**config.mk**
```make
export PLATFORM = sky130hd
export DESIGN_NAME = ssr_top
export DESIGN_NICKNAME = d
export VERILOG_FILES = /design/src/logic/ssr_pkg.sv /design/src/logic/ssr_shift_if.sv /design/src/logic/ssr_clk_engine.sv /design/src/logic/ssr_top.sv
export SDC_FILE = /design/constraint.sdc
export NUM_CORES = 1
export LEC_CHECK = 0
export BUFFER_PORTS_ARGS = -buffer_cell sky130_fd_sc_hd__buf_2
export CORE_AREA = 3 3 107 109
export DETAILED_ROUTE_END_ITERATION = 16
export DIE_AREA = 0 0 110 112
export HOLD_SLACK_MARGIN = 0.03
export PLACE_DENSITY_LB_ADDON = 0.08
export REMOVE_ABC_BUFFERS = 1
export SLEW_MARGIN = 20
export SYNTH_ARGS = -nofsm -noshare
export SYNTH_HDL_FRONTEND = slang
export SYNTH_HIERARCHICAL = 1
export SYNTH_SLANG_ARGS = --single-unit
```
**constraint.sdc**
```tcl
create_clock -name i_core_clk -period 6.9 [get_ports i_core_clk]
set_input_delay 0.345 -clock i_core_clk [delete_from_list [all_inputs] [get_ports i_core_clk]]
set_output_delay 0.345 -clock i_core_clk [all_outputs]
set_load 0.01 [all_outputs]
```
**src/logic/ssr_pkg.sv**
```systemverilog
// Shared constants and types for the synchronous serial receive/duplex block
package ssr_pkg;
  // ==========================================================================
  // Buffer geometry
  // ==========================================================================
  localparam int unsigned BUF_WORDS = 8;             // Data buffer words
  localparam int unsigned IDX_W     = 3;             // Buffer index width
  localparam int unsigned DATA_W    = 8;             // Buffer word width
  localparam int unsigned BIT_W     = 3;             // Bit counter width
  localparam logic [BIT_W-1:0] LAST_BIT_4 = 3'h3;    // Final bit index, 4-bit words
  localparam logic [BIT_W-1:0] LAST_BIT_8 = 3'h7;    // Final bit index, 8-bit words
  localparam logic [IDX_W-1:0] IDX_FIRST  = 3'h0;    // Lowest buffer word
  localparam logic [IDX_W-1:0] IDX_ONE    = 3'h1;    // Index step
  localparam logic [BIT_W-1:0] BIT_ONE    = 3'h1;    // Bit counter step
  localparam logic [DATA_W-1:0] WORD_ZERO = 8'h00;   // Cleared buffer word
  localparam logic [3:0]        NIBBLE_ZERO = 4'h0;  // Upper half of 4-bit words

  // ==========================================================================
  // Mode and clock selection
  // ==========================================================================
  localparam logic MODE_RX     = 1'b0;               // Receive only
  localparam logic MODE_DUPLEX = 1'b1;               // 8-bit transmit/receive
  localparam logic [2:0] RATE_EXT = 3'h7;            // Serial clock from pin

  // ==========================================================================
  // Internal serial clock timing (core clock 10 MHz)
  // ==========================================================================
  localparam int unsigned CORE_HZ = 10_000_000;      // Core clock rate
  localparam int unsigned CNT_W   = 12;              // Half period counter width
  // Serial clock period in ns per rate code, slowest first
  localparam int unsigned PERIOD_NS_0 = 409600;      // fc/2^12 equivalent
  localparam int unsigned PERIOD_NS_1 = 12800;
  localparam int unsigned PERIOD_NS_2 = 6400;
  localparam int unsigned PERIOD_NS_3 = 3200;
  localparam int unsigned PERIOD_NS_4 = 1600;
  localparam int unsigned PERIOD_NS_5 = 800;

  // Half period in core cycles, rounded down and never below one, less one for the counter
  function automatic logic [CNT_W-1:0] half_cycles(input int unsigned period_ns);
    int unsigned n;
    n = (period_ns / 2) / (1_000_000_000 / CORE_HZ);
    if (n < 1) begin
      n = 1;
    end
    return CNT_W'(n - 1);
  endfunction

  // Transfer sequencer states
  typedef enum logic [1:0] {
    ST_IDLE = 2'b00,   // Stopped, activity flag low
    ST_RUN  = 2'b01,   // Shifting words
    ST_LAST = 2'b10    // Start cleared, finishing current word
  } ssr_state_t;
endpackage

```
**src/logic/ssr_shift_if.sv**
```systemverilog
// Carrier between the sequencer and the serial clock engine
interface ssr_shift_if;
  import ssr_pkg::*;
  logic       run;        // Serial clock may run
  logic       hold;       // Automatic wait request
  logic [2:0] rate;       // Clock rate / external select
  logic       lead;       // Leading (falling) edge pulse
  logic       trail;      // Trailing (rising) edge pulse
  logic       si;         // Synchronised serial input
  logic       sck_out;    // Internal serial clock level
  logic       sck_oe;     // Serial clock pin drive enable

  modport eng  (input run, hold, rate, output lead, trail, si, sck_out, sck_oe);
  modport core (output run, hold, rate, input lead, trail, si, sck_out, sck_oe);
endinterface

```
**src/logic/ssr_clk_engine.sv**
```systemverilog
// Serial clock engine: internal divider with wait, or external edge finder
module ssr_clk_engine
  import ssr_pkg::*;
(
  input  wire logic    i_core_clk,   // Core clock
  input  wire logic    i_rst_n,      // Synchronous reset, active low
  input  wire logic    i_sck,        // Serial clock pin input
  input  wire logic    i_si,         // Serial data pin input
  ssr_shift_if.eng     sif           // Engine side of the carrier
);
  // ==========================================================================
  // Pin synchronisers
  // ==========================================================================
  logic [1:0] sck_sync_reg;          // Two stages for the clock pin
  logic [1:0] si_sync_reg;           // Two stages for the data pin
  logic       sck_prev_reg;          // Last synchronised clock level
  logic       sck_reg;               // Internal clock level, idles high
  logic [CNT_W-1:0] cnt_reg;         // Half period counter
  logic       lead_reg;              // Leading edge pulse
  logic       trail_reg;             // Trailing edge pulse
  logic       sck_oe_reg;            // Clock pin drive enable, registered

  wire logic ext_sel = (sif.rate == RATE_EXT);           // External clock chosen
  wire logic [CNT_W-1:0] half_max =
      (sif.rate == 3'h1) ? half_cycles(PERIOD_NS_1) :
      (sif.rate == 3'h2) ? half_cycles(PERIOD_NS_2) :
      (sif.rate == 3'h3) ? half_cycles(PERIOD_NS_3) :
      (sif.rate == 3'h4) ? half_cycles(PERIOD_NS_4) :
      (sif.rate == 3'h5) ? half_cycles(PERIOD_NS_5) :
                           half_cycles(PERIOD_NS_0);     // 0 and unused 6
  // Wait only stops the clock while it sits high between bits
  wire logic int_go   = sif.run && !ext_sel && !(sck_reg && sif.hold);
  wire logic int_tick = int_go && (cnt_reg == half_max);
  wire logic ext_fall = sif.run && ext_sel && sck_prev_reg && !sck_sync_reg[1];
  wire logic ext_rise = sif.run && ext_sel && !sck_prev_reg && sck_sync_reg[1];

  // Synchronisers: first stage feeds only the second
  always_ff @(posedge i_core_clk) begin
    sck_sync_reg <= {sck_sync_reg[0], i_sck};
    si_sync_reg  <= {si_sync_reg[0], i_si};
    sck_prev_reg <= sck_sync_reg[1];
  end

  // ==========================================================================
  // Internal divider and edge pulses
  // ==========================================================================
  always_ff @(posedge i_core_clk) begin
    if (!i_rst_n || !int_go) begin
      cnt_reg <= '0;
    end else if (int_tick) begin
      cnt_reg <= '0;
    end else begin
      cnt_reg <= cnt_reg + CNT_W'(1);
    end
  end

  always_ff @(posedge i_core_clk) begin
    if (!i_rst_n || !sif.run) begin
      sck_reg   <= 1'b1;             // Pin high from start of transfer
      lead_reg  <= 1'b0;
      trail_reg <= 1'b0;
    end else begin
      if (int_tick) begin
        sck_reg <= !sck_reg;
      end
      lead_reg  <= (int_tick && sck_reg) || ext_fall;
      trail_reg <= (int_tick && !sck_reg) || ext_rise;
    end
  end

  // Pin enable from a flop; one cycle late after a rate change is harmless
  // because both clock sources idle high
  always_ff @(posedge i_core_clk) begin
    sck_oe_reg <= !ext_sel;
  end

  assign sif.lead    = lead_reg;
  assign sif.trail   = trail_reg;
  assign sif.si      = si_sync_reg[1];
  assign sif.sck_out = sck_reg;
  assign sif.sck_oe  = sck_oe_reg;   // Drive pin unless clock comes from peer
endmodule

```
**src/logic/ssr_top.sv**
```systemverilog
// Synchronous serial receive and full-duplex transfer block
// What this block does
// - Receive words of four or eight bits
// - Start bit shifts input, stores each word
// - Pulse interrupt when word count reached
// - Internal clock waits while buffer unread
// - Any buffer read releases the wait
// - External clock overrun abandons reception
// - Clearing start finishes current word, drops active
// - Abort ends reception at once
// - Mode switch discards buffer contents
// - Drive on leading, sample on trailing edge
// - Duplex stores words, interrupts after count
// - Internal clock duplex waits until written
// - Clearing start in duplex finishes word
// - Abort ends duplex at once
// - Words shift least significant bit first
// - Four-bit words store zero upper half
// - Word count selects one to eight words
module ssr_top
  import ssr_pkg::*;
(
  input  wire logic              i_core_clk,     // Core clock, 10 MHz
  input  wire logic              i_rst_n,        // Synchronous reset, active low
  input  wire logic              i_sck,          // Serial clock pin input
  output logic                   o_sck,          // Serial clock pin output
  output logic                   o_sck_oe,       // Serial clock pin drive enable
  input  wire logic              i_si,           // Serial data input pin
  output logic                   o_so,           // Serial data output pin
  input  wire logic              i_mode,         // MODE_RX or MODE_DUPLEX
  input  wire logic              i_word8,        // 1: 8-bit words, 0: 4-bit
  input  wire logic [2:0]        i_rate,         // Clock rate, 7 external
  input  wire logic [IDX_W-1:0]  i_word_count,   // Words per burst minus one
  input  wire logic              i_transfer_start_bit, // Start control bit
  input  wire logic              i_transfer_abort_bit, // Abort control bit
  input  wire logic              i_buf_wr,       // Buffer word write strobe
  input  wire logic              i_buf_rd,       // Buffer word read strobe
  input  wire logic [IDX_W-1:0]  i_buf_addr,     // Buffer word index
  input  wire logic [DATA_W-1:0] i_buf_wdata,    // Buffer write data
  output logic [DATA_W-1:0]      o_buf_rdata,    // Buffer read data
  output logic                   o_transfer_active_flag, // Transfer in process
  output logic                   o_serial_irq    // Burst complete pulse
);
  // ==========================================================================
  // Storage and state
  // ==========================================================================
  ssr_shift_if sif ();                           // Link to clock engine

  logic [DATA_W-1:0] data_buffer_words [BUF_WORDS]; // Buffer bank
  ssr_state_t        state_reg;                  // Sequencer state
  ssr_state_t        state_next;                 // Next sequencer state
  logic [BIT_W-1:0]  bit_reg;                    // Bit within current word
  logic [IDX_W-1:0]  idx_reg;                    // Current buffer word
  logic [DATA_W-1:0] shift_reg;                  // Receive shift register
  logic              pend_reg;                   // Burst done, not yet serviced
  logic              mode_prev_reg;              // Mode seen last cycle
  logic              so_reg;                     // Serial output level
  logic              irq_reg;                    // Interrupt pulse
  logic [DATA_W-1:0] rdata_reg;                  // Read data holding
  logic              active_reg;                 // Activity flag

  // ==========================================================================
  // Decode
  // ==========================================================================
  wire logic duplex    = (i_mode == MODE_DUPLEX);
  wire logic ext_clk   = (i_rate == RATE_EXT);
  wire logic running   = (state_reg != ST_IDLE);
  // Duplex always carries 8-bit words
  wire logic [BIT_W-1:0] last_bit = (i_word8 || duplex) ? LAST_BIT_8 : LAST_BIT_4;
  wire logic word_done = running && sif.trail && (bit_reg == last_bit);
  wire logic burst_end = word_done && (idx_reg == i_word_count);
  wire logic mode_chg  = (i_mode != mode_prev_reg);
  // Received word, LSB first; 4-bit words fill low nibble only
  wire logic [DATA_W-1:0] rx_word = (last_bit == LAST_BIT_8) ?
      {sif.si, shift_reg[DATA_W-1:1]} :
      {NIBBLE_ZERO, sif.si, shift_reg[DATA_W-1:DATA_W-3]};
  // External receive overrun: new burst would overwrite unread words
  wire logic overrun   = word_done && ext_clk && !duplex && pend_reg
                         && (idx_reg == IDX_FIRST);
  wire logic store     = word_done && !overrun;
  // Serviced by a read (receive) or a write (duplex), any buffer word
  wire logic service   = duplex ? i_buf_wr : i_buf_rd;
  wire logic start_ok  = i_transfer_start_bit && !i_transfer_abort_bit;

  // ==========================================================================
  // Sequencer next state
  // ==========================================================================
  always_comb begin
    state_next = state_reg;
    case (state_reg)
      ST_IDLE: begin
        if (start_ok && !mode_chg) begin
          state_next = ST_RUN;
        end
      end
      ST_RUN: begin
        if (!i_transfer_start_bit) begin
          state_next = ST_LAST;
        end
        if (overrun) begin
          state_next = ST_IDLE;
        end
      end
      ST_LAST: begin
        if (word_done) begin
          state_next = ST_IDLE;
        end
      end
      default: begin
        state_next = ST_IDLE;
      end
    endcase
    if (i_transfer_abort_bit) begin
      state_next = ST_IDLE;
    end
  end

  // State, counters and shift register
  always_ff @(posedge i_core_clk) begin
    if (!i_rst_n) begin
      state_reg <= ST_IDLE;
      bit_reg   <= '0;
      idx_reg   <= IDX_FIRST;
      shift_reg <= WORD_ZERO;
      active_reg <= 1'b0;
    end else begin
      state_reg <= state_next;
      // Flag from its own flop, same timing as the state register
      active_reg <= (state_next != ST_IDLE);
      if (state_next == ST_IDLE) begin
        // Abort drops any partial word
        bit_reg <= '0;
        idx_reg <= IDX_FIRST;
      end else if (sif.trail) begin
        shift_reg <= {sif.si, shift_reg[DATA_W-1:1]};
        bit_reg   <= word_done ? '0 : bit_reg + BIT_ONE;
        if (word_done) begin
          idx_reg <= burst_end ? IDX_FIRST : idx_reg + IDX_ONE;
        end
      end
    end
  end

  // ==========================================================================
  // Buffer bank: mode clear, then hardware store, then software write
  // ==========================================================================
  always_ff @(posedge i_core_clk) begin
    for (int i = 0; i < BUF_WORDS; i++) begin
      if (!i_rst_n || mode_chg) begin
        data_buffer_words[i] <= WORD_ZERO;
      end else if (store && (idx_reg == IDX_W'(i))) begin
        data_buffer_words[i] <= rx_word;
      end else if (i_buf_wr && (i_buf_addr == IDX_W'(i))) begin
        data_buffer_words[i] <= i_buf_wdata;
      end
    end
  end

  // ==========================================================================
  // Wait flag, interrupt, outputs
  // ==========================================================================
  // Set wins over a service in the same cycle
  always_ff @(posedge i_core_clk) begin
    if (!i_rst_n || !running) begin
      pend_reg <= 1'b0;
    end else if (burst_end && !overrun) begin
      pend_reg <= 1'b1;
    end else if (service) begin
      pend_reg <= 1'b0;
    end
  end

  // Wait holds the clock high before the first bit of the next burst
  assign sif.hold = pend_reg && (bit_reg == '0) && (idx_reg == IDX_FIRST);
  assign sif.run  = running;
  assign sif.rate = i_rate;

  always_ff @(posedge i_core_clk) begin
    if (!i_rst_n) begin
      mode_prev_reg <= MODE_RX;
      so_reg        <= 1'b1;
      irq_reg       <= 1'b0;
      rdata_reg     <= WORD_ZERO;
    end else begin
      mode_prev_reg <= i_mode;
      irq_reg       <= burst_end && !overrun;
      if (i_buf_rd) begin
        rdata_reg <= data_buffer_words[i_buf_addr];
      end
      // Transmit bit leaves on the leading edge, LSB first
      if (!duplex || !running) begin
        so_reg <= 1'b1;
      end else if (sif.lead) begin
        so_reg <= data_buffer_words[idx_reg][bit_reg];
      end
    end
  end

  assign o_so                   = so_reg;
  assign o_serial_irq           = irq_reg;
  assign o_buf_rdata            = rdata_reg;
  assign o_transfer_active_flag = active_reg;
  assign o_sck                  = sif.sck_out;
  assign o_sck_oe               = sif.sck_oe;

  // Serial clock engine
  ssr_clk_engine ssr_clk_engine_i (
    .i_core_clk (i_core_clk),
    .i_rst_n    (i_rst_n),
    .i_sck      (i_sck),
    .i_si       (i_si),
    .sif        (sif)
  );
endmodule

```
# ---- Word-level counts from Yosys, hierarchy flattened
# Memories as Yosys holds them, arrays and structs flattened. A register that Yosys moved wholly into a read port is not among the register bits.
# Cells that the tools add are included.
dict set report classes {
  eq_ne 27
  reduce_logical 73
  n_addsub 3
  muxes 96
  n_lt_le_gt_ge 1
  bitwise_logic 18
}
# operator count
set ops {}
lappend ops {{$mux W8} 17}
lappend ops {{$mux W1} 62}
lappend ops {{$mux W12} 4}
lappend ops {{$logic_and A1 B1 Y1} 40}
lappend ops {{$eq A3 B3 Y1 const B} 12}
lappend ops {{$eq A3 B2 Y1 const B} 6}
lappend ops {{$or A1 B1 Y1} 16}
lappend ops {{$mux W3} 5}
lappend ops {{$logic_not A1 Y1} 13}
lappend ops {{$add A12 B1 Y12 const B} 1}
lappend ops {{$eq A12 B12 Y1} 1}
lappend ops {{$mux W11} 1}
lappend ops {{$mux W2} 5}
lappend ops {{$eq A3 B1 Y1 const B} 3}
lappend ops {{$logic_not A3 Y1} 3}
lappend ops {{$logic_or A1 B1 Y1} 7}
lappend ops {{$add A3 B1 Y3 const B} 2}
lappend ops {{$eq A3 B3 Y1} 2}
lappend ops {{$pmux W2 S3} 1}
lappend ops {{$reduce_bool A2 Y1} 3}
lappend ops {{$reduce_or A2 Y1} 3}
lappend ops {{$logic_not A2 Y1} 2}
lappend ops {{$lt A3 B4 Y1 const B} 1}
lappend ops {{$reduce_and A2 Y1} 2}
lappend ops {{5 further kinds} 6}
dict set report word_totals {
  ramBits 64
  inputBits 27
  out_inout_bits 13
  word_cells 236
  register_bits 42
  n_memories 1
}
# name depth width rd rd_ports_with_merged_regs write_ports line
set mem_list {}
lappend mem_list {data_buffer_words 8 8 2 2 8 ssr_top.sv:49} ;# logic [DATA_W-1:0] data_buffer_words [BUF_WORDS];

# ---- Longest topological paths before layout
dict set report logic_depth {
  word_depth 16
  depth_mapped 10
}

# ---- Modules after synthesis
# Netlist, hierarchy kept.
# module area_per_inst_um2 instances seq_area_each_um2 cells_each
set modules_own_cells {}
lappend modules_own_cells {ssr_top 5442.7 1 2542.4 446}
lappend modules_own_cells {ssr_clk_engine 895.9 1 420.4 97}

# ---- Least setup slack after synthesis
# Ideal clock, no wire load.
dict set report synth_timing {
  path_kind {in2reg}
  start {input port i_mode}
  end {memory data_buffer_words[0][0] (enable)}
  required_time_ns 6.496
  stages 7
  t_arrival_ns 1.952
  setup_ns 0.404
  setup_slack_ns 4.544
  path_cell_list {buf_2 or3_4 a21o_1 nor2_4 buf_4 nand2_1 o311ai_0}
}
# element line
set synth_lines {}
lappend synth_lines {{start, declared} ssr_top.sv:30} ;# input wire logic i_mode,
lappend synth_lines {{end, declared} ssr_top.sv:49}

==> results.sh <==
export IMPL_run_status="complete, no violations"
export IMPL_preCtsSetupSlack_ps=4260
export IMPL_grt_overflow_total=0
export IMPL_antenna_violating_nets_post_route=0
export IMPL_share_of_flip_flops_with_an_asynchronous_set_or_reset_pct=0
export IMPL_adder_and_majority_cell_fraction_of_the_synthesized_area_pct=1.78
export IMPL_min_path_type="input port to register"
export IMPL_timing_final_max_slew_violations=0
export IMPL_synthesis_area_per_instance_um2=11.7
export IMPL_kind_of_start_point_of_the_critical_path="register"
export IMPL_place_congestion=0.932
export IMPL_main_combinational_cell_family_by_area_after_synthesis="compound AO/OA/AOI/OAI gates"
export IMPL_ctsRootBufferMaster="sky130_fd_sc_hd__clkbuf_8"
export IMPL_worstPathArrival_ps=2860
export IMPL_routedWlPerCell_um=23.7
export IMPL_fraction_of_synthesized_area_in_multiplexers_pct=15.5
export IMPL_largest_register_ff_count=64
export IMPL_dieWidth_um=110
export IMPL_floorplan_rows=38
export IMPL_tightest_slew_ps=1050
export IMPL_area_growth_pct=12.9
export IMPL_fmaxAchievable_ghz=0.369
export IMPL_grt_setup_unrepaired="false"
export IMPL_via_count=4805
export IMPL_synthesis_area_mm2=0.00634
export IMPL_final_number_of_hold_violating_endpoints=0
export IMPL_r2r_setup_slack_ps=4190
export IMPL_relSlewSlack_pct=30.2
export IMPL_finalSetupTns_ps=0
export IMPL_synth_edf_count=64
export IMPL_drt_initial_drc_count=520
export IMPL_start_util_pct=59.3
export IMPL_remaining_drc_errors=0
export IMPL_period_minus_slack_ps=2710
export IMPL_setup_violations=0
export IMPL_cts_tree="done"
export IMPL_clock_buffer_count_from_cts=17
export IMPL_path_clk_slew_ps=60
export IMPL_yosys_register_bits=116
export IMPL_routed_wirelength_mm=17.1
export IMPL_floorplan_die_height_um=112
export IMPL_setup_worst_path_end_class="register"
export IMPL_synth_xor_area_share_pct=2.21
export IMPL_port_buffer_count=39
export IMPL_detailedRoute_firstPassIterationCount=6
export IMPL_path_max_fanout=12
export IMPL_antenna_found_initial=0
export IMPL_number_of_nets_at_the_end_of_the_flow=606
export IMPL_die_area_mm2=0.0123
export IMPL_nFillCells=808
export IMPL_synth_simple_area_share_pct=13.1
export IMPL_cts_htree_levels=4
export IMPL_drv_max_cap_violation_count=0
export IMPL_place_detailed_hpwl_mm=12.4
export IMPL_post_cts_buffers=0
export IMPL_core_area_mm2=0.0107
export IMPL_worst_ep_required_time_ps=7050
export IMPL_power_leakage_uw=0.00247
export IMPL_synth_compound_area_share_pct=17.2
export IMPL_clkLatencyLatePin_ps=530
export IMPL_finalCritPeriodShare_pct=39.2
export IMPL_num_antenna_cells=0
export IMPL_ioPinCount=40
export IMPL_clock_sink_count=116
export IMPL_max_vdd_ir_drop_mv=0.150
export IMPL_path_class="register to register"
export IMPL_grt_total_usage_pct=29.7
export IMPL_library_cells_used_by_synthesis=70
export IMPL_viasPerCell=6.65
export IMPL_seq_area_frac_synth_pct=46.7
export IMPL_cts_max_path_buffers=2
export IMPL_share_of_layout_cells_above_drive_strength_1_pct=23.2
export IMPL_worst_clock_skew_ps=9.23
export IMPL_via_count_of_the_first_global_routing_pass=4795
export IMPL_power_density_mw_per_mm2=241
export IMPL_largest_net_degree_at_the_start_of_global_routing=24
export IMPL_syn_instance_count=543
export IMPL_yosysWarnings=6
export IMPL_grt_pass1_wl_mm=26.9
export IMPL_least_setup_slack_across_all_paths_after_layout_ps=4190
export IMPL_ys_dominant_reg_cell="sky130_fd_sc_hd__edfxtp_1"
[routing by layer]
| metal | vias up | wire [um] | global-route usage (%) |
|---|---|---|---|
| met2 | 251 | 8490 | 47.2 |
| met4 | 0 | 513 | 12.6 |
| met3 | 38 | 1440 | 6.67 |
| met1 | 2356 | 6660 | 38.8 |
| li1 | 2160 | - | - |
| met5 | - | 0 | 0 |
[repair_timing]
item / CTS / global route
gates resized for setup: 0 / 0
hold buffers: 2 / 0
hold endpoints to repair: 2 / 0
[stage by stage]
| step | hold WS, ps | power (uW) | instance area, um2 | utilization (%) | instances |
|---|---|---|---|---|---|
| after global routing | 104 | 1780 | 7160 | 66.9 | 723 |
| after CTS | 79.3 | 1730 | 7150 | 66.9 | 723 |
| after detailed placement | 314 | 917 | 6580 | 61.5 | 689 |
| final | 97.2 | 1720 | 7160 | 66.9 | 723 |
| after floorplan | 310 | 855 | 6170 | - | 506 |
| after global placement | 310 | 911 | 6580 | 61.5 | 689 |
[synthesized netlist by cell type, drive strengths merged (3+ instances only)]
master | count | share of area (%)
a2111oi | 3 | 1.0
a211oi | 13 | 2.1
a21oi | 18 | 1.5
a22o | 13 | 1.8
a311oi | 4 | 0.65
a32o | 9 | 1.4
and2 | 5 | 0.49
and3 | 7 | 0.71
buf | 21 | 1.8
clkbuf | 16 | 0.95
dfxtp | 52 | 16
edfxtp | 64 | 30
ha | 9 | 1.8
inv | 15 | 0.89
mux2i | 21 | 3.3
mux4 | 33 | 12
nand2 | 36 | 2.2
nand2b | 9 | 0.89
nand3 | 21 | 1.7
nand3b | 4 | 0.53
nand4 | 4 | 0.49
nor2 | 42 | 2.6
nor2b | 9 | 0.89
nor3 | 6 | 0.47
o211ai | 9 | 1.1
o21ai | 24 | 2.0
o2bb2ai | 25 | 3.5
or2 | 7 | 0.69
xnor2 | 8 | 1.1
xor2 | 8 | 1.1
[placed cells by master, fill, tap and decap left out, types with 15 or more instances in the layout]
cell type and count:
sky130_fd_sc_hd__nand2_1 35, sky130_fd_sc_hd__clkbuf_16 18, sky130_fd_sc_hd__o21ai_0 21, sky130_fd_sc_hd__nor2_1 41
sky130_fd_sc_hd__o2bb2ai_1 25, sky130_fd_sc_hd__a21oi_1 17, sky130_fd_sc_hd__nand3_1 21, sky130_fd_sc_hd__mux4_2 33
sky130_fd_sc_hd__mux2i_1 21, sky130_fd_sc_hd__inv_1 15, sky130_fd_sc_hd__dfxtp_1 52, sky130_fd_sc_hd__buf_2 39
sky130_fd_sc_hd__edfxtp_1 64
[worst paths after layout]
check	start	endpoint	cells after the start
setup / recovery	bit_reg[1]	data_buffer_words[2][1]	6
hold / removal	i_transfer_start_bit	state_reg[0]	3
setup reg to reg	bit_reg[1]	data_buffer_words[2][1]	6
hold reg to reg	ssr_clk_engine_i/si_sync_reg[0]	ssr_clk_engine_i/si_sync_reg[1]	0
[worst max-delay path: stages, from the launching register on]
cell and delay, ps:
sky130_fd_sc_hd__dfxtp_1 520, sky130_fd_sc_hd__ha_1 350, sky130_fd_sc_hd__o211ai_2 210, sky130_fd_sc_hd__a21o_1 300, sky130_fd_sc_hd__nor2_4 370, sky130_fd_sc_hd__nand2_1 100, sky130_fd_sc_hd__o211ai_1 460
[cell type report]
cell class              instances  area, um2  share of cell area [%]
inverters                      15       56.3                   0.787
well taps                     140        175                    2.45
clock buffers                  30        546                    7.62
repair buffers                 45        245                    3.43
clock inverters                 2       11.3                   0.157
flip-flops and latches        116       2960                    41.4
multi-input cells             375       3160                    44.2
[cell families after synthesis]
family,Yosys count
and+or+nand+nor,160
AOI/OAI and AO/OA,134
DFF,116
muxes,56
buffers and inverters,52
xor gates and xnor gates,16
adders and majority gates,9
[power by group]
part | leakage, uW | switching [uW] | internal (uW)
clock | 0.000274 | 295 | 523
sequential | 0.00114 | 20.6 | 763
combinational | 0.00105 | 72.5 | 50.3
total | 0.00247 | 388 | 1340
Note: power is estimated with default switching activity, not from simulation.
